### config.mk
export PLATFORM = sky130hd
export DESIGN_NAME = rci_cycle_io
export DESIGN_NICKNAME = d
export VERILOG_FILES = /design/src/rtl/rci_pkg.sv /design/src/rtl/rci_debounce.sv /design/src/rtl/rci_pulse_timer.sv /design/src/rtl/rci_cycle_io.sv
export VERILOG_INCLUDE_DIRS = /design/src /design/src/rtl
export SDC_FILE = /design/constraint.sdc
export NUM_CORES = 1
export LEC_CHECK = 0
export ABC_AREA = 1
export ABC_CLOCK_PERIOD_IN_PS = 6150
export BUFFER_PORTS_ARGS = -buffer_cell sky130_fd_sc_hd__buf_2
export CAP_MARGIN = 30
export CORE_UTILIZATION = 45
export DETAILED_ROUTE_END_ITERATION = 8
export GPL_TIMING_DRIVEN = 1
export PLACE_DENSITY_LB_ADDON = 0.2
export SYNTH_ARGS = -nofsm -noshare
export SYNTH_HDL_FRONTEND = slang
export SYNTH_HIERARCHICAL = 1
export SYNTH_SLANG_ARGS = --single-unit
### constraint.sdc
create_clock -name clk -period 6.15 [get_ports clk]
set_input_delay 0.3075 -clock clk [delete_from_list [all_inputs] [get_ports clk]]
set_output_delay 0.3075 -clock clk [all_outputs]
set_load 0.02 [all_outputs]
### src/rtl/rci_params.svh
`ifndef RCI_PARAMS_SVH
`define RCI_PARAMS_SVH

// System clock and the millisecond figures that the port timing is built on.
`define RCI_CLK_HZ 40000000
`define RCI_MS_DIV 1000
`define RCI_END_MS 100
`define RCI_RST_MS 100
`define RCI_DEB_MS 1

// Register byte addresses.
`define RCI_A_CTRL 8'h00
`define RCI_A_WORK 8'h04
`define RCI_A_STAT 8'h08
`define RCI_A_ISTAT 8'h0c
`define RCI_A_IMASK 8'h10

// Field positions.
`define RCI_CTRL_HEAT 0
`define RCI_WK_AUXO 6:0
`define RCI_WK_AUXI 12:8
`define RCI_ST_PROG 6:0
`define RCI_ST_READY 7
`define RCI_ST_RUN 8
`define RCI_ST_ERR 9
`define RCI_ST_STATE 14:12
`define RCI_ST_AUXI 20:16
`define RCI_IRQ_END 0
`define RCI_IRQ_ERR 1
`define RCI_IRQ_ESTOP 2
`define RCI_IRQ_W 3

// Reset values.
`define RCI_CTRL_RST 1'b0
`define RCI_AUXO_RST 7'h00
`define RCI_AUXI_RST 5'h00
`define RCI_IRQ_RST 3'h0

`endif

### src/rtl/rci_pkg.sv
package rci_pkg;

    typedef enum logic [2:0] {
        ST_UNHOMED,
        ST_HOMING,
        ST_READY,
        ST_RUN,
        ST_PAUSED,
        ST_ERROR,
        ST_ESTOP
    } rci_state_t;

    // Port pins as they arrive from the controller, all active high.
    typedef struct packed {
        logic [6:0] prog_sel;
        logic home;
        logic start;
        logic pstop;
        logic reset_req;
        logic [4:0] aux_in;
        logic loop_ok;
    } rci_pins_t;

    typedef struct packed {
        logic ready;
        logic running;
        logic end_pulse;
        logic error;
    } rci_sys_out_t;

endpackage : rci_pkg

### src/rtl/rci_debounce.sv
module rci_debounce #(
    parameter int W = 1,
    parameter int CYC = 2
) (
    input wire logic clk,
    input wire logic arst_n,
    input wire logic [W-1:0] raw,
    output logic [W-1:0] clean
);
    logic [W-1:0] meta;
    logic [W-1:0] sync;
    logic [W-1:0] snap;
    logic [31:0] cnt;
    wire tick = (cnt == 32'(CYC - 1));
    wire [W-1:0] differ = sync ^ snap;
    // A bit moves only when two samples one period apart agree.
    wire [W-1:0] next_clean = tick ? ((sync & ~differ) | (clean & differ)) : clean;

    always_ff @(posedge clk or negedge arst_n) begin
        if (!arst_n) begin
            meta <= '0;
            sync <= '0;
            snap <= '0;
            cnt <= '0;
            clean <= '0;
        end else begin
            meta <= raw;
            sync <= meta;
            cnt <= tick ? 32'd0 : cnt + 32'd1;
            if (tick) begin
                snap <= sync;
            end
            clean <= next_clean;
        end
    end
endmodule : rci_debounce

### src/rtl/rci_pulse_timer.sv
module rci_pulse_timer #(
    parameter int CYC = 2
) (
    input wire logic clk,
    input wire logic arst_n,
    input wire logic fire,
    output logic q
);
    logic [31:0] cnt;

    always_ff @(posedge clk or negedge arst_n) begin
        if (!arst_n) begin
            q <= 1'b0;
            cnt <= '0;
        end else if (fire) begin
            q <= 1'b1;
            cnt <= 32'(CYC - 1);
        end else if (cnt != 32'd0) begin
            cnt <= cnt - 32'd1;
        end else begin
            q <= 1'b0;
        end
    end
endmodule : rci_pulse_timer

### src/rtl/rci_cycle_io.sv
// Chosen here: the register offsets and the APB interface to the registers.
`include "rci_params.svh"

// Summary of operation
// - Program number is binary sum of selects
// - Accepted start begins selected program run
// - Ready is high when start is taken
// - Partial stop halts before next step
// - Axes stop at once, soldering finishes
// - Reset leaves emergency or error state
// - Aux inputs sampled per work parameters
// - Ready high whenever start is allowed
// - Running high throughout automatic run
// - One 100 ms end pulse per run
// - Error set on fault, held until recovery
// - Error clears by reset then homing
// - Seven general outputs
// - General outputs follow work parameters
// - Open loop halts all, heater off
module rci_cycle_io
    import rci_pkg::*;
#(
    parameter int END_CYC = `RCI_END_MS * (`RCI_CLK_HZ / `RCI_MS_DIV),
    parameter int RST_CYC = `RCI_RST_MS * (`RCI_CLK_HZ / `RCI_MS_DIV),
    parameter int DEB_CYC = `RCI_DEB_MS * (`RCI_CLK_HZ / `RCI_MS_DIV)
) (
    input wire logic clk,
    input wire logic arst_n,
    input wire logic psel,
    input wire logic penable,
    input wire logic pwrite,
    input wire logic [7:0] paddr,
    input wire logic [31:0] pwdata,
    input wire logic [3:0] pstrb,
    output logic [31:0] prdata,
    output logic pready,
    output logic pslverr,
    output logic irq,
    input wire rci_pins_t pins,
    output rci_sys_out_t sys_out,
    output logic [6:0] aux_out,
    output logic [6:0] prog_num,
    output logic step_req,
    input wire logic step_done,
    input wire logic step_solder,
    input wire logic step_last,
    output logic home_cmd,
    input wire logic home_done,
    input wire logic fault,
    output logic axis_stop,
    output logic heater_en
);
    function automatic logic [31:0] merge(input logic [31:0] old, input logic [31:0] nw,
                                          input logic [3:0] strb);
        logic [31:0] r;
        r = old;
        for (int i = 0; i < 4; i++) begin
            if (strb[i]) begin
                r[8*i +: 8] = nw[8*i +: 8];
            end
        end
        return r;
    endfunction : merge

    rci_pins_t pin_c;
    rci_state_t state;
    rci_state_t next_state;
    logic start_d;
    logic home_d;
    logic rst_d;
    logic [31:0] rst_cnt;
    logic heat_req;
    logic [6:0] wk_auxo;
    logic [4:0] wk_auxi;
    logic [4:0] aux_smp;
    logic [`RCI_IRQ_W-1:0] irq_stat;
    logic [`RCI_IRQ_W-1:0] irq_mask;
    logic end_q;
    logic [31:0] rd_mux;
    logic hit;

    rci_debounce #(
        .W($bits(rci_pins_t)),
        .CYC(DEB_CYC)
    ) u_deb (
        .clk(clk),
        .arst_n(arst_n),
        .raw(pins),
        .clean(pin_c)
    );

    wire start_rise = pin_c.start & ~start_d;
    wire home_rise = pin_c.home & ~home_d;
    wire loop_open = ~pin_c.loop_ok;
    // A reset press counts once, after it has been held for the full time.
    wire rst_ok = pin_c.reset_req & (rst_cnt == 32'(RST_CYC - 1));
    wire [31:0] next_rst_cnt = !pin_c.reset_req ? 32'd0 :
                               (rst_cnt == 32'(RST_CYC)) ? rst_cnt : rst_cnt + 32'd1;

    always_comb begin
        next_state = state;
        case (state)
            ST_UNHOMED: begin
                if (home_rise) begin
                    next_state = ST_HOMING;
                end
            end
            ST_HOMING: begin
                if (home_done) begin
                    next_state = ST_READY;
                end
            end
            ST_READY: begin
                if (start_rise) begin
                    next_state = ST_RUN;
                end
            end
            ST_RUN: begin
                if (step_done && step_last) begin
                    next_state = ST_READY;
                end else if (step_done && pin_c.pstop) begin
                    next_state = ST_PAUSED;
                end
            end
            ST_PAUSED: begin
                if (start_rise) begin
                    next_state = ST_RUN;
                end else if (home_rise) begin
                    next_state = ST_HOMING;
                end
            end
            ST_ERROR: begin
                if (rst_ok) begin
                    next_state = ST_UNHOMED;
                end
            end
            ST_ESTOP: begin
                if (rst_ok) begin
                    next_state = ST_UNHOMED;
                end
            end
            default: begin
                next_state = ST_UNHOMED;
            end
        endcase
        // The loop outranks every other cause, and the state is held while it is open.
        if (loop_open) begin
            next_state = ST_ESTOP;
        end else if (fault && state != ST_ESTOP && state != ST_ERROR) begin
            next_state = ST_ERROR;
        end
    end

    wire go_step = (next_state == ST_RUN) && (state != ST_RUN || step_done);
    wire run_done = (state == ST_RUN) && step_done && step_last && (next_state == ST_READY);
    wire err_set = (next_state == ST_ERROR) && (state != ST_ERROR);
    wire estop_set = (next_state == ST_ESTOP) && (state != ST_ESTOP);
    // Any homing that completes with the loop closed and no fault present clears the flag.
    wire err_clr = (state == ST_HOMING) && home_done && !loop_open && !fault;
    wire [`RCI_IRQ_W-1:0] irq_ev = {estop_set, err_set, run_done};
    // Axes halt at once, but a soldering step in flight is left to finish.
    wire next_axis_stop = ((state == ST_RUN) && pin_c.pstop && !step_solder) ||
                          (next_state == ST_ESTOP) || (next_state == ST_ERROR);

    // Register bus.
    wire acc = psel & penable & ~pready;
    wire wr = acc & pwrite;
    wire wr_ctrl = wr && (paddr == `RCI_A_CTRL);
    wire wr_work = wr && (paddr == `RCI_A_WORK);
    wire wr_istat = wr && (paddr == `RCI_A_ISTAT);
    wire wr_imask = wr && (paddr == `RCI_A_IMASK);
    wire [31:0] ctrl_word = {31'd0, heat_req};
    wire [31:0] work_word = {19'd0, wk_auxi, 1'b0, wk_auxo};
    wire [31:0] istat_word = {29'd0, irq_stat};
    wire [31:0] imask_word = {29'd0, irq_mask};
    wire [31:0] ctrl_new = merge(ctrl_word, pwdata, pstrb);
    wire [31:0] work_new = merge(work_word, pwdata, pstrb);
    wire [31:0] imask_new = merge(imask_word, pwdata, pstrb);
    wire [31:0] w1c = merge(32'd0, pwdata, pstrb);
    wire [`RCI_IRQ_W-1:0] clr = wr_istat ? w1c[`RCI_IRQ_W-1:0] : `RCI_IRQ_RST;
    // A new event wins over a clear written in the same cycle.
    wire [`RCI_IRQ_W-1:0] next_irq_stat = (irq_stat & ~clr) | irq_ev;
    wire [`RCI_IRQ_W-1:0] next_irq_mask = wr_imask ? imask_new[`RCI_IRQ_W-1:0] : irq_mask;

    logic [31:0] stat_word;
    always_comb begin
        stat_word = '0;
        stat_word[`RCI_ST_PROG] = prog_num;
        stat_word[`RCI_ST_READY] = sys_out.ready;
        stat_word[`RCI_ST_RUN] = sys_out.running;
        stat_word[`RCI_ST_ERR] = sys_out.error;
        stat_word[`RCI_ST_STATE] = state;
        stat_word[`RCI_ST_AUXI] = aux_smp;
    end

    always_comb begin
        hit = 1'b1;
        if (paddr == `RCI_A_CTRL) begin
            rd_mux = ctrl_word;
        end else if (paddr == `RCI_A_WORK) begin
            rd_mux = work_word;
        end else if (paddr == `RCI_A_STAT) begin
            rd_mux = stat_word;
        end else if (paddr == `RCI_A_ISTAT) begin
            rd_mux = istat_word;
        end else if (paddr == `RCI_A_IMASK) begin
            rd_mux = imask_word;
        end else begin
            rd_mux = '0;
            hit = 1'b0;
        end
    end

    rci_pulse_timer #(
        .CYC(END_CYC)
    ) u_end (
        .clk(clk),
        .arst_n(arst_n),
        .fire(run_done),
        .q(end_q)
    );

    always_ff @(posedge clk or negedge arst_n) begin
        if (!arst_n) begin
            state <= ST_UNHOMED;
            start_d <= 1'b0;
            home_d <= 1'b0;
            rst_cnt <= '0;
        end else begin
            state <= next_state;
            start_d <= pin_c.start;
            home_d <= pin_c.home;
            rst_cnt <= next_rst_cnt;
        end
    end

    always_ff @(posedge clk or negedge arst_n) begin
        if (!arst_n) begin
            sys_out <= '0;
            prog_num <= '0;
            step_req <= 1'b0;
            home_cmd <= 1'b0;
            axis_stop <= 1'b0;
            heater_en <= 1'b0;
        end else begin
            sys_out.ready <= (next_state == ST_READY) || (next_state == ST_PAUSED);
            sys_out.running <= (next_state == ST_RUN);
            sys_out.end_pulse <= end_q;
            sys_out.error <= err_set | (sys_out.error & ~err_clr);
            if (state == ST_READY && go_step) begin
                prog_num <= pin_c.prog_sel;
            end
            step_req <= go_step;
            home_cmd <= (next_state == ST_HOMING);
            axis_stop <= next_axis_stop;
            heater_en <= heat_req && (next_state != ST_ESTOP);
        end
    end

    always_ff @(posedge clk or negedge arst_n) begin
        if (!arst_n) begin
            heat_req <= `RCI_CTRL_RST;
            wk_auxo <= `RCI_AUXO_RST;
            wk_auxi <= `RCI_AUXI_RST;
            aux_smp <= `RCI_AUXI_RST;
            aux_out <= `RCI_AUXO_RST;
            irq_stat <= `RCI_IRQ_RST;
            irq_mask <= `RCI_IRQ_RST;
            irq <= 1'b0;
            prdata <= '0;
            pready <= 1'b0;
            pslverr <= 1'b0;
        end else begin
            if (wr_ctrl) begin
                heat_req <= ctrl_new[`RCI_CTRL_HEAT];
            end
            if (wr_work) begin
                wk_auxo <= work_new[`RCI_WK_AUXO];
                wk_auxi <= work_new[`RCI_WK_AUXI];
            end
            aux_smp <= pin_c.aux_in & wk_auxi;
            aux_out <= wk_auxo;
            irq_stat <= next_irq_stat;
            irq_mask <= next_irq_mask;
            irq <= |(next_irq_stat & next_irq_mask);
            pready <= acc;
            pslverr <= acc & ~hit;
            prdata <= (acc && !pwrite) ? rd_mux : 32'd0;
        end
    end

    // Checks.
    logic [31:0] end_len;
    always_ff @(posedge clk or negedge arst_n) begin
        if (!arst_n) begin
            end_len <= '0;
        end else begin
            end_len <= sys_out.end_pulse ? end_len + 32'd1 : 32'd0;
        end
    end

    wire calm = !loop_open && !fault;
endmodule : rci_cycle_io

# --- Word level (Yosys, flattened, before mapping) ---
# Cells that the tools add are included.
classes:
  addsub: 3
  eq_ne: 25
  muxes: 32
  bitwise: 24
  n_reduce_logical: 38
op_table:
  columns: ["operator", "count"]
  rows:
  - ["two-way mux 32 bit", 6]
  - ["adder 32 x 1 -> 32 bit (second input constant)", 2]
  - ["== test 32 x 22 -> 1 bit (second input constant)", 2]
  - ["two-way mux 21 bit", 3]
  - ["two-way mux 3 bit", 15]
  - ["bitwise AND 17 bit", 2]
  - ["== test 32 x 16 -> 1 bit (second input constant)", 1]
  - ["nonzero test 32 bit", 1]
  - ["subtractor 32 x 1 -> 32 bit (second input constant)", 1]
  - ["logical AND 1 bit", 22]
  - ["== test 3 bit (second input constant)", 6]
  - ["one-hot mux 3 bit (6 select lines)", 1]
  - ["inverter 17 bit", 1]
  - ["OR 17 bit", 1]
  - ["bitwise XOR 17 bit", 1]
  - ["== test 8 x 4 -> 1 bit (second input constant)", 2]
  - ["== test 3 x 2 -> 1 bit (second input constant)", 4]
  - ["inequality test 3 bit (second input constant)", 3]
  - ["bitwise AND 1 bit", 8]
  - ["== test 8 x 3 -> 1 bit (second input constant)", 1]
  - ["== test 8 x 5 -> 1 bit (second input constant)", 1]
  - ["zero test 8 bit", 1]
  - ["two-way mux 1 bit", 7]
  - ["bitwise AND 3 bit", 2]
  - ["15 further kinds", 28]
totals:
  regBits: 251
  elab_cells: 153

# --- Depth between registers and ports, before layout ---
# Gate-level depths: netlist of the first run.
depth:
  depth_word: 12
  ltp_mapped: 17

# --- By module ---
# The synthesis of the first run kept the hierarchy.
modules_own_cells:
  columns: ["mod", "n_inst", "cells_per_inst", "area_each_um2"]
  rows:
  - ["rci_cycle_io", 1, 581, 5036.1]
  - ["rci_debounce", 1, 545, 4543.1]
  - ["rci_pulse_timer", 1, 327, 2157.1]

# --- Least setup slack after synthesis of the first run ---
# No wires, ideal clock.
synth_timing:
  path_type: "register to register"
  startpoint: "reg rst_cnt[0]"
  endpoint: "reg u_end.cnt[10]"
  t_arrival_ns: 2.243
  required_ns: 6.035
  setup_slack_ns: 3.792
  path_stages_with_launch: 17
  path_cell_list: "dfrtp_1 -> ha_1 -> nand2_1 -> nor2_2 -> nand2_2 -> nor2_2 -> nand2_2 -> nand2_1 -> nand3_2 -> nand2_4 -> nand4_1 -> inv_1 -> buf_2 -> clkinv_1 -> clkbuf_1 -> nand3_1 -> nor2_2"
synth_via:
  elab_chain_len: 9
  elab_cells_between_ends: 10
  classes_between: "2 x eq/ne; 5 x mux; 1 x bitwise; 2 x reduce/logical"
synth_rtl:
  columns: ["item", "line_no", "rtl"]
  rows:
  - ["start: declaration", "rci_cycle_io.sv:71", "logic [31:0] rst_cnt;"]
  - ["start signal: assignment", "rci_cycle_io.sv:233", "rst_cnt <= next_rst_cnt;"]
  - ["== test 32 x 22 -> 1 bit (*)", "rci_cycle_io.sv:96", "wire rst_ok = pin_c.reset_req & (rst_cnt == 32'(RST_CYC - 1));"]
  - ["bitwise AND 1 bit (*)", "rci_cycle_io.sv:96", null]
  - ["two-way mux 3 bit (*)", "rci_cycle_io.sv:133, rci_cycle_io.sv:138", null]
  - ["one-hot mux 3 bit (6 select lines) (*)", "rci_cycle_io.sv:102", "case (state)"]
  - ["two-way mux 3 bit (*)", "rci_cycle_io.sv:149", "end else if (fault && state != ST_ESTOP && state != ST_ERROR) begin"]
  - ["two-way mux 3 bit (*)", "rci_cycle_io.sv:147", "if (loop_open) begin"]
  - ["== test 3 x 2 -> 1 bit (*)", "rci_cycle_io.sv:155", "wire run_done = (state == ST_RUN) && step_done && step_last && (next_state == ST_READY);"]
  - ["logical AND 1 bit (*)", "rci_cycle_io.sv:155", null]
  - ["net run_done", "rci_cycle_io.sv:155", null]
  - ["two-way mux 32 bit or nonzero test 2 bit (tied branches)", null, null]
  - ["end signal: assignment", "rci_pulse_timer.sv:17", "cnt <= 32'(CYC - 1);"]
  - ["end signal: assignment", "rci_pulse_timer.sv:19", "cnt <= cnt - 32'd1;"]
  - ["end: declaration", "rci_pulse_timer.sv:9", "logic [31:0] cnt;"]
# The timed path passes the listed nets; every way through them passes the cells marked *.
# A chain may end at the register's enable or synchronous reset.

# --- Final worst setup path of the first run ---
layout_timing:
  startpoint: "reg rst_cnt[0]"
  endpoint: "reg u_end.cnt[0]"
# The elaborated chain is that of the path after synthesis.

==> results.cfg, run 1 <==
[detailed_routing]
drtAntennaViolNets = 0
drc_errors = 0
vias = 9478
via_per_inst = 4.89
dr.pass1.iters = 5
drtIter0Drc = 696
wl_um = 25700
routedWlPerCell_um = 13.2

[die]
rows = 58
start_util_pct = 46.2
die_x_um = 163
core_mm2 = 0.0254
ios = 128
dieArea_mm2 = 0.0267
die_h_um = 163

[synth]
syn_area_mm2 = 0.0117
ys_ff_latch = 239
ys_types = 49
yosysSeqAreaShare_pct = 51.0
yosysTopAreaCell = dfrtp_1
synth_warnings = 6
synth.top_cell.area_share_pct = 51.0
synth_most_common_cell = nand2_1
avgSynthCellArea_um2 = 8.08
synthTopCellsByCount = nand2_1, dfrtp_1, nor2_1, inv_1, nand3_1
synth_ff_type = dfrtp_1
async_flop_share_pct = 100
synth_cells = 1453
synth_edf_count = 0
synth.area.top_cells = dfrtp_1, nand2_1, nor2_1, inv_1, nand3_1

[clocking]
clk_pin_slew_ns = 0.06
cts_made_buffers = 27
clk_latency_ns = 0.55
cts.sinks = 239
cts_resized = 0
tritoncts = done
clockRootBuffer = clkbuf_16
h-tree-depth = 1
clockBufferDepth = 3

[worst_setup_path]
crit_path_end_kind = flop
worst_r2r_path_depth = 15
critPathMaxFanout = 28
rr_endpoint = u_end/cnt[0]
slowest_delay_ns = 0.78
critPathLaunch = rst_cnt[0]
crit_slowest_cell = clkinv_1
path_class = flop to flop
path_common_cell = nand2_1
start_kind = flop
crit_chain = ha_1 > nand2_1 > nor2_2 > nand2_2 > nor2_2 > nand2_2 > nand2_1 > nand3_2 > nand2_4 > nand4_1 > inv_1 > clkinv_1 > nand4_1 > o21ai_0 > nand2_1
endpoint = u_end/cnt[0]
cp.required_ns = 6.63
worst_ep_arrival_time_ns = 4.18
r2r_slack_ns = 2.45
r2r_start = rst_cnt[0]

[global_route]
grtUsageTotal_pct = 20.0
grt_pass1_wl_um = 43800
grt_pass1_vias = 9159
antenna_found_initial = 0
grt_max_degree = 138
grt-ovfl-total = 0

[finish]
drive_gt1_share_pct = 16.7
n_antenna_cell = 0
area_growth_pct = 17.0
fin_nets = 1664
fillCellCount = 2343

[place]
io_buffers = 93
dp_hpwl_um = 18100
gp_congestion = 0.864
pre_cts_slack_ns = 2.37

[timing]
finalCritPeriodShare_pct = 60.2
maxSlewHeadroom_pct = 43.8
setup_viol = 0
fmax_ghz = 0.270
period_needed_ns = 3.70
slew_violations = 0
setup-tns-final_ns = 0
hold_viol = 0
max_slew.worst_pin.slew_ns = 0.837
rsz0062_at_grt = no
setup_ws_ns = 2.45
fin_worst_skew_ns = 0.0191

[hold_path]
hold_class = input pin to flop

[job]
drv_cap = 0

[pwr]
power_density_mw_per_mm2 = 246
vdd_ir_drop_max_mv = 0.199
leakage_nw = 6.96

[run_status]
status = finished clean
-- worst max-delay path, delay by kind of cell (launching register included) --
kind,cells,cell delay [ns]
AO/OA/AOI/OAI,1,0.15
adder cells (fa/ha/maj),1,0.18
buffers and inverters,2,1.14
flip-flops,1,0.39
AND/OR/NAND/NOR,11,1.79
-- state kept, by name, indices dropped and copies added (netlist names), 3 cells and up, named ones only --
register / cells
prdata: 20
aux_out: 7
wk_auxo: 7
irq_stat: 3
rst_cnt: 32
aux_smp: 5
state: 3
u_deb/meta: 17
wk_auxi: 5
u_end/cnt: 32
u_deb/snap: 17
u_deb/sync: 17
sys_out: 4
u_deb/cnt: 32
prog_num: 7
irq_mask: 3
-- stage by stage --
| stage | total power (W) | instances | instance area [um2] | hold WS, ns | utilization, % |
|---|---|---|---|---|---|
| after floorplan | 0.00165 | 1464 | 11800 | 0.0119 | - |
| after global placement | 0.00170 | 1861 | 12500 | 0.336 | 49.2 |
| after detailed placement | 0.00170 | 1861 | 12500 | 0.335 | 49.2 |
| after CTS | 0.00342 | 1940 | 13700 | 0.000129 | 54.0 |
| after global routing | 0.00350 | 1940 | 13700 | 0.0113 | 54.0 |
| final | 0.00338 | 1940 | 13700 | 0.0265 | 54.0 |
-- report_power, final --
part / switching [W] / internal, W / total [W]
registers: 0.00000870 / 0.00159 / 0.00159
logic: 0.0000578 / 0.0000324 / 0.0000902
clock network: 0.000658 / 0.00104 / 0.00169
-- area by class of cell --
class / count / area, um2 / share of cell area, %
Timing Repair Buffer: 124 / 793 / 5.78
Clock inverter: 18 / 243 / 1.77
Tap cell: 330 / 413 / 3.01
Sequential cell: 239 / 5980 / 43.6
Multi-Input combinational cell: 988 / 4810 / 35.0
Inverter: 209 / 786 / 5.72
Clock buffer: 32 / 704 / 5.13
-- how the worst min path moves through the flow --
| stage | start | end | slack [ns] | cells after the start |
|---|---|---|---|---|
| 6_report | pwdata[8] | wk_auxi[0] | 0.03 | 2 |
| 3_3_place_gp | u_deb/meta[5] | u_deb/sync[5] | 0.34 | 0 |
| 2_1_floorplan | arst_n | aux_out[0] | 0.01 | 0 |
| 3_5_place_dp | u_deb/meta[15] | u_deb/sync[15] | 0.33 | 0 |
| 4_1_cts | pwdata[8] | wk_auxi[0] | 0.0001 | 2 |
| 5_1_grt | pwdata[8] | wk_auxi[0] | 0.01 | 2 |
-- repair_timing --
action                    4_1_cts  5_1_grt
buffers inserted                0        0
hold endpoints to repair      129        0
hold buffers                   29        0
-- layout by cell type, fill, tap and decap left out, types with 6 or more instances in the layout --
cell	count
mux2_2	10
nor2_1	193
clkbuf_16	27
dlygate4sd3_1	29
o21ai_2	8
a21oi_1	39
o21bai_1	7
or2_2	18
inv_2	24
o21ai_1	6
inv_1	181
xor2_1	16
nand3_1	128
nand2_2	13
buf_2	92
nor2_2	24
nand4_1	25
nor3_1	30
o21ai_0	37
clkinv_2	9
nor2_4	9
dfrtp_1	239
conb_1	12
nand2_1	363
-- kinds of logic after synthesis --
| group | synth area share (%) |
|---|---|
| xor gates and xnor gates | 1.19 |
| other | 0.0320 |
| adders and majority gates | 0.426 |
| DFF | 51.0 |
| buffers and inverters | 8.42 |
| AOI/OAI and AO/OA | 5.70 |
| and+or+nand+nor | 32.3 |
| muxes | 0.960 |
-- layer usage --
metal,part of all wire (%),GRT usage (%),up-vias
li1,-,-,4851
met3,4.5,2.77,48
met4,2.3,6.02,0
met5,0,0,-
met1,47,27.5,4362
met2,46,32.7,217
No activity file was read; power rests on OpenSTA's default activity.
==> run 2, diff against run 1 <==
--- a/config.mk
+++ b/config.mk
@@ -6,8 +6,8 @@
 export SDC_FILE = /design/constraint.sdc
 export NUM_CORES = 1
 export LEC_CHECK = 0
-export ABC_AREA = 1
-export ABC_CLOCK_PERIOD_IN_PS = 6150
+export ABC_AREA = 0
+export ABC_CLOCK_PERIOD_IN_PS = 3600
 export BUFFER_PORTS_ARGS = -buffer_cell sky130_fd_sc_hd__buf_2
 export CAP_MARGIN = 30
 export CORE_UTILIZATION = 45
==> constraint.sdc (replaced) <==
create_clock -name clk -period 3.6 [get_ports clk]
set_input_delay 0.18 -clock clk [delete_from_list [all_inputs] [get_ports clk]]
set_output_delay 0.18 -clock clk [all_outputs]
set_load 0.02 [all_outputs]
==> run 2 against run 1 <==
  * Cell count decreased by 28%
  * Critical endpoint is now u_end/cnt[4]
  * Routed wire length decreased by 17%
  * Die area decreased by 10%
  * Maximum frequency increased by 32%
  * Largest cell class unchanged
  * Global-route usage decreased by 1.6 points
==> results.cfg, run 2 <==
[place]
io_buffers = 93
gp_congestion = 0.825
dp_hpwl_um = 14200

[synth]
yosysTopAreaCell = dfrtp_1
ys_types = 77
yosysSeqAreaShare_pct = 56.9
synth_edf_count = 0
synth_most_common_cell = dfrtp_1
synth_warnings = 6
syn_area_mm2 = 0.0105
synth_ff_type = dfrtp_1
avgSynthCellArea_um2 = 11.3
synth.area.top_cells = dfrtp_1, mux2_2, xor2_1, nor2_1, nand2_1
async_flop_share_pct = 100
synth_cells = 929
ys_ff_latch = 239
synth.top_cell.area_share_pct = 56.9
synthTopCellsByCount = dfrtp_1, nor2_1, nand2_1, nand3_1, xor2_1

[worst_setup_path]
worst_ep_arrival_time_ns = 3.22
critPathMaxFanout = 17
start_kind = flop
crit_path_end_kind = flop
worst_r2r_path_depth = 6
path_class = flop to flop
critPathLaunch = u_end/cnt[14]
r2r_start = u_end/cnt[14]
cp.required_ns = 4.01

[detailed_routing]
route.met3.wl_um = 879
drtAntennaViolNets = 0
via_per_inst = 5.26
drc_errors = 0
dr_wl_met2_um = 9570
highest_layer = met4
wl_um = 21200
routedWlPerCell_um = 15.2
wl_met1_um = 10400
vias = 7337
dr.pass1.iters = 5
drtIter0Drc = 341

[clocking]
clockBufferDepth = 3
cts.sinks = 239
h-tree-depth = 1
cts_made_buffers = 26
clk_latency_ns = 0.53
clk_pin_slew_ns = 0.06
clockRootBuffer = clkbuf_16
cts_resized = 0
tritoncts = done

[timing]
fmax_ghz = 0.356
max_slew.worst_pin.slew_ns = 0.919
rsz0062_at_grt = no
maxSlewHeadroom_pct = 38.5
hold_viol = 0
period_needed_ns = 2.81
slew_violations = 0
setup-tns-final_ns = 0
fin_worst_skew_ns = 0.0108
setup_viol = 0
finalCritPeriodShare_pct = 78.1

[pwr]
p_total_w = 0.00565
leakage_nw = 5.55
vdd_ir_drop_max_mv = 0.382
power_density_mw_per_mm2 = 451

[finish]
fin_nets = 1137
area_growth_pct = 19.3
reg_top3 = rst_cnt (32), u_deb/cnt (32), u_end/cnt (32)
drive_gt1_share_pct = 20.8
mostFrequentLayoutCells = dfrtp_1, buf_2, nor2_1
fillCellCount = 1909
n_antenna_cell = 0
final_common_cell = dfrtp_1

[die]
rows = 55
ios = 128
die_x_um = 155
dieArea_mm2 = 0.0240
die_h_um = 155
start_util_pct = 46.2
core_mm2 = 0.0228

[global_route]
antenna_found_initial = 0
grt_pass1_vias = 7059
grt-ovfl-total = 0
grt_pass1_wl_um = 36000
grt_max_degree = 88
grtUsageTotal_pct = 18.4

[hold_path]
hold_depth = 3
worstHoldStart = psel
hold_class = input pin to flop

[run_status]
status = finished clean

[job]
drv_cap = 0
## run 2: layout make-up
cell class              count  area, um2  share of cell area [%]
clock inverters            17        198                    1.58
clock buffers              31        711                    5.66
flip-flops and latches    239       5980                    47.7
inverters                  25       93.8                   0.748
well taps                 313        392                    3.12
multi-input cells         628       4200                    33.5
repair buffers            142        971                    7.74
## run 2: kinds of logic after synthesis
family	Yosys count	share of synthesized area, %
AND/OR/NAND/NOR	377	20.2
XOR/XNOR	64	5.33
multiplexers	50	5.51
buffers and inverters	73	3.62
other	1	0.0357
adder cells (fa/ha/maj)	4	0.476
flip-flops	239	56.9
AO/OA/AOI/OAI	121	8.00
## run 2: path summary, 6_finish.rpt
check	end	slack (ns)
worst max-delay path	u_end/cnt[4]	0.79
worst min-delay path	prdata[0]	0.02
worst max register to register	u_end/cnt[4]	0.79
worst min register to register	u_deb/sync[2]	0.35
max in group asynchronous	u_deb/sync[4]	2.36
min in group asynchronous	rst_cnt[5]	0.25
## run 2: through the flow
stage / util, % / setup slack, ns / cell area [um2] / hold WS, ns / std cells
floorplan: - / 0.943 / 10600 / -0.116 / 940
global placement: 49.5 / 0.792 / 11300 / 0.226 / 1311
detailed placement: 49.5 / 0.780 / 11300 / 0.220 / 1311
CTS: 55.1 / 0.784 / 12500 / 0.00658 / 1395
global route: 55.1 / 0.673 / 12500 / 0.0389 / 1395
finish: 55.1 / 0.788 / 12500 / 0.0214 / 1395
## run 2: where the power goes
part / switching (W) / total (W) / internal (W) / leakage, nW
combinational: 0.0000924 / 0.000148 / 0.0000557 / 2.01
clock: 0.00108 / 0.00278 / 0.00170 / 0.450
sequential: 0.0000143 / 0.00272 / 0.00271 / 3.10
## run 2: metal layers
metal / vias to the layer above / track usage (%)
met4: 0 / 5.23
met5: - / 0
li1: 3576 / -
met1: 3579 / 26.7
met3: 33 / 2.79
met2: 149 / 28.6
## run 2: what timing repair did
item	CTS	global route
setup buffers	0	0
hold buffers	36	0
endpoints found under the hold margin	121	0
## run 2: critical path, stage by stage, from the launching register on
cell and delay, ns:
dfrtp_1 0.39, or4_1 0.64, or4_4 0.61, nor3_4 0.46, buf_12 0.20, nor3_1 0.04
or3b_1 0.34
==> run 3, diff against run 2 <==
--- a/config.mk
+++ b/config.mk
@@ -7,7 +7,7 @@
 export NUM_CORES = 1
 export LEC_CHECK = 0
 export ABC_AREA = 0
-export ABC_CLOCK_PERIOD_IN_PS = 3600
+export ABC_CLOCK_PERIOD_IN_PS = 2900
 export BUFFER_PORTS_ARGS = -buffer_cell sky130_fd_sc_hd__buf_2
 export CAP_MARGIN = 30
 export CORE_UTILIZATION = 45
==> constraint.sdc (replaced) <==
create_clock -name clk -period 2.9 [get_ports clk]
set_input_delay 0.145 -clock clk [delete_from_list [all_inputs] [get_ports clk]]
set_output_delay 0.145 -clock clk [all_outputs]
set_load 0.02 [all_outputs]
==> run 3 against run 2 <==
  * Die area unchanged
  * Sequential share of layout area down 0.33 points
  * Cell count up 1.1%
  * Register-to-register slack worse by 0.60 ns
  * Sequential power up 24%
  * Via count up 1.0%
  * Worst setup slack worse by 0.60 ns
==> results.cfg, run 3 (synthesis results as in run 2) <==
[worst_setup_path]
path_class = flop to flop
cp.required_ns = 3.30
crit_chain = nand4_2 > or4_4 > nor4_4 > o211ai_4 > or3b_1 > mux2_4
crit_path_end_kind = flop
critPathMaxFanout = 7
slowest_delay_ns = 0.58
worst_ep_arrival_time_ns = 3.12
start_kind = flop
crit_slowest_cell = or3b_1

[detailed_routing]
vias = 7411
drtAntennaViolNets = 0
dr.pass1.iters = 5
drc_errors = 0
routedWlPerCell_um = 15.5
wl_um = 21800
via_per_inst = 5.26
drtIter0Drc = 405

[global_route]
grt-ovfl-total = 0
grt_max_degree = 90
grtUsageTotal_pct = 19.1
grt_pass1_vias = 7363
antenna_found_initial = 0
grt_pass1_wl_um = 37400

[timing]
maxSlewHeadroom_pct = 48.7
hold_viol = 0
max_slew.worst_pin.slew_ns = 0.762
setup_viol = 0
setup-tns-final_ns = 0
fmax_ghz = 0.369
rsz0062_at_grt = no
slew_violations = 0
fin_worst_skew_ns = 0.0112
period_needed_ns = 2.71
finalCritPeriodShare_pct = 93.6

[clocking]
clk_pin_slew_ns = 0.06
clk_latency_ns = 0.52
cts_made_buffers = 26
h-tree-depth = 1
clockBufferDepth = 3
clockRootBuffer = clkbuf_16
cts.sinks = 239
post-cts-setup-buffers = 0
tritoncts = done

[die]
core_mm2 = 0.0228
ios = 128
die_h_um = 155
start_util_pct = 46.2
die_x_um = 155
dieArea_mm2 = 0.0240
rows = 55

[place]
dp_hpwl_um = 14700
io_buffers = 93
gp_congestion = 0.852
post_dp_cell_area_mm2 = 0.0114

[finish]
drive_gt1_share_pct = 21.1
fin_nets = 1153
final_common_cell = dfrtp_1
fillCellCount = 1943
n_antenna_cell = 0
mostFrequentLayoutCells = dfrtp_1, buf_2, nor2_1
area_growth_pct = 20.2
reg_top3 = rst_cnt (32), u_deb/cnt (32), u_end/cnt (32)
postLayoutCellArea_mm2 = 0.0126

[job]
drv_cap = 0

[run_status]
status = finished clean

[hold_path]
hold_class = input pin to flop

[pwr]
leakage_nw = 5.61
power_density_mw_per_mm2 = 542
vdd_ir_drop_max_mv = 0.333
## run 3: changes by cell type in the layout (fill, tap and decap cells not counted), moves of 2 or more
| cell | delta |
|---|---|
| buf_4 | +12 |
| clkbuf_1 | +6 |
| clkbuf_8 | +6 |
| clkinv_2 | -6 |
| dlygate4sd3_1 | +4 |
| bufinv_16 | -3 |
| clkinvlp_4 | -2 |
## run 3: power by group
group | internal (W) | total [W] | switching, W
clock network | 0.00199 | 0.00328 | 0.00128
registers | 0.00336 | 0.00338 | 0.0000181
logic | 0.0000763 | 0.000192 | 0.000116
## run 3: final cells by class
| type | count | area [um2] | share of cell area (%) |
|---|---|---|---|
| tap | 313 | 392 | 3.10 |
| clock buffer | 43 | 816 | 6.46 |
| clock inverter | 4 | 45.0 | 0.356 |
| multi-input combinational | 628 | 4210 | 33.3 |
| inverter | 25 | 93.8 | 0.743 |
| sequential | 239 | 5980 | 47.3 |
| timing repair buffer | 158 | 1100 | 8.71 |
## run 3: timing repair
item                                    in CTS  in global routing
hold buffers                                40                  0
endpoints found under the hold margin      125                  0
gates resized for setup                      0                  1
endpoints found under the setup margin       0                  7
## run 3: stage by stage
step | hold slack (ns) | total power (W) | cells | utilization, % | setup slack (ns)
finish | 0.0632 | 0.00685 | 1410 | 55.5 | 0.187
global route | 0.0689 | 0.00711 | 1410 | 55.5 | 0.0481
CTS | 0.0365 | 0.00694 | 1410 | 55.5 | 0.150
detailed placement | 0.217 | 0.00360 | 1323 | 49.9 | 0.176
global placement | 0.216 | 0.00360 | 1323 | 49.9 | 0.210
floorplan | -0.151 | 0.00348 | 940 | - | 0.243
## run 3: per-layer routing
| layer | routed length [um] | vias up | part of all wire [%] | GRT usage [%] |
|---|---|---|---|---|
| met5 | 0 | - | 0 | 0 |
| met4 | 424 | 0 | 1.9 | 4.43 |
| met3 | 961 | 32 | 4.4 | 3.23 |
| met2 | 9930 | 153 | 45 | 30.2 |
| met1 | 10500 | 3623 | 48 | 27.6 |
| li1 | - | 3603 | - | - |
## run 3: final timing paths
check | slack [ns] | cells past startpoint | endpoint | from
max in group asynchronous | 1.91 | 3 | u_deb/meta[13] | arst_n
setup reg to reg | 0.19 | 6 | prog_num[2] | rst_cnt[3]
hold / removal | 0.06 | 4 | sys_out[0] | fault
setup / recovery | 0.19 | 6 | prog_num[2] | rst_cnt[3]
hold reg to reg | 0.34 | 0 | u_deb/sync[8] | u_deb/meta[8]
min in group asynchronous | 0.22 | 2 | rst_cnt[4] | arst_n
## run 3: worst max-delay path: cells and delay by family (launching register included)
kind               cells  cell delay [ns]
and+or+nand+nor        4             1.65
DFF                    1             0.47
muxes                  1             0.37
AOI/OAI and AO/OA      1             0.10
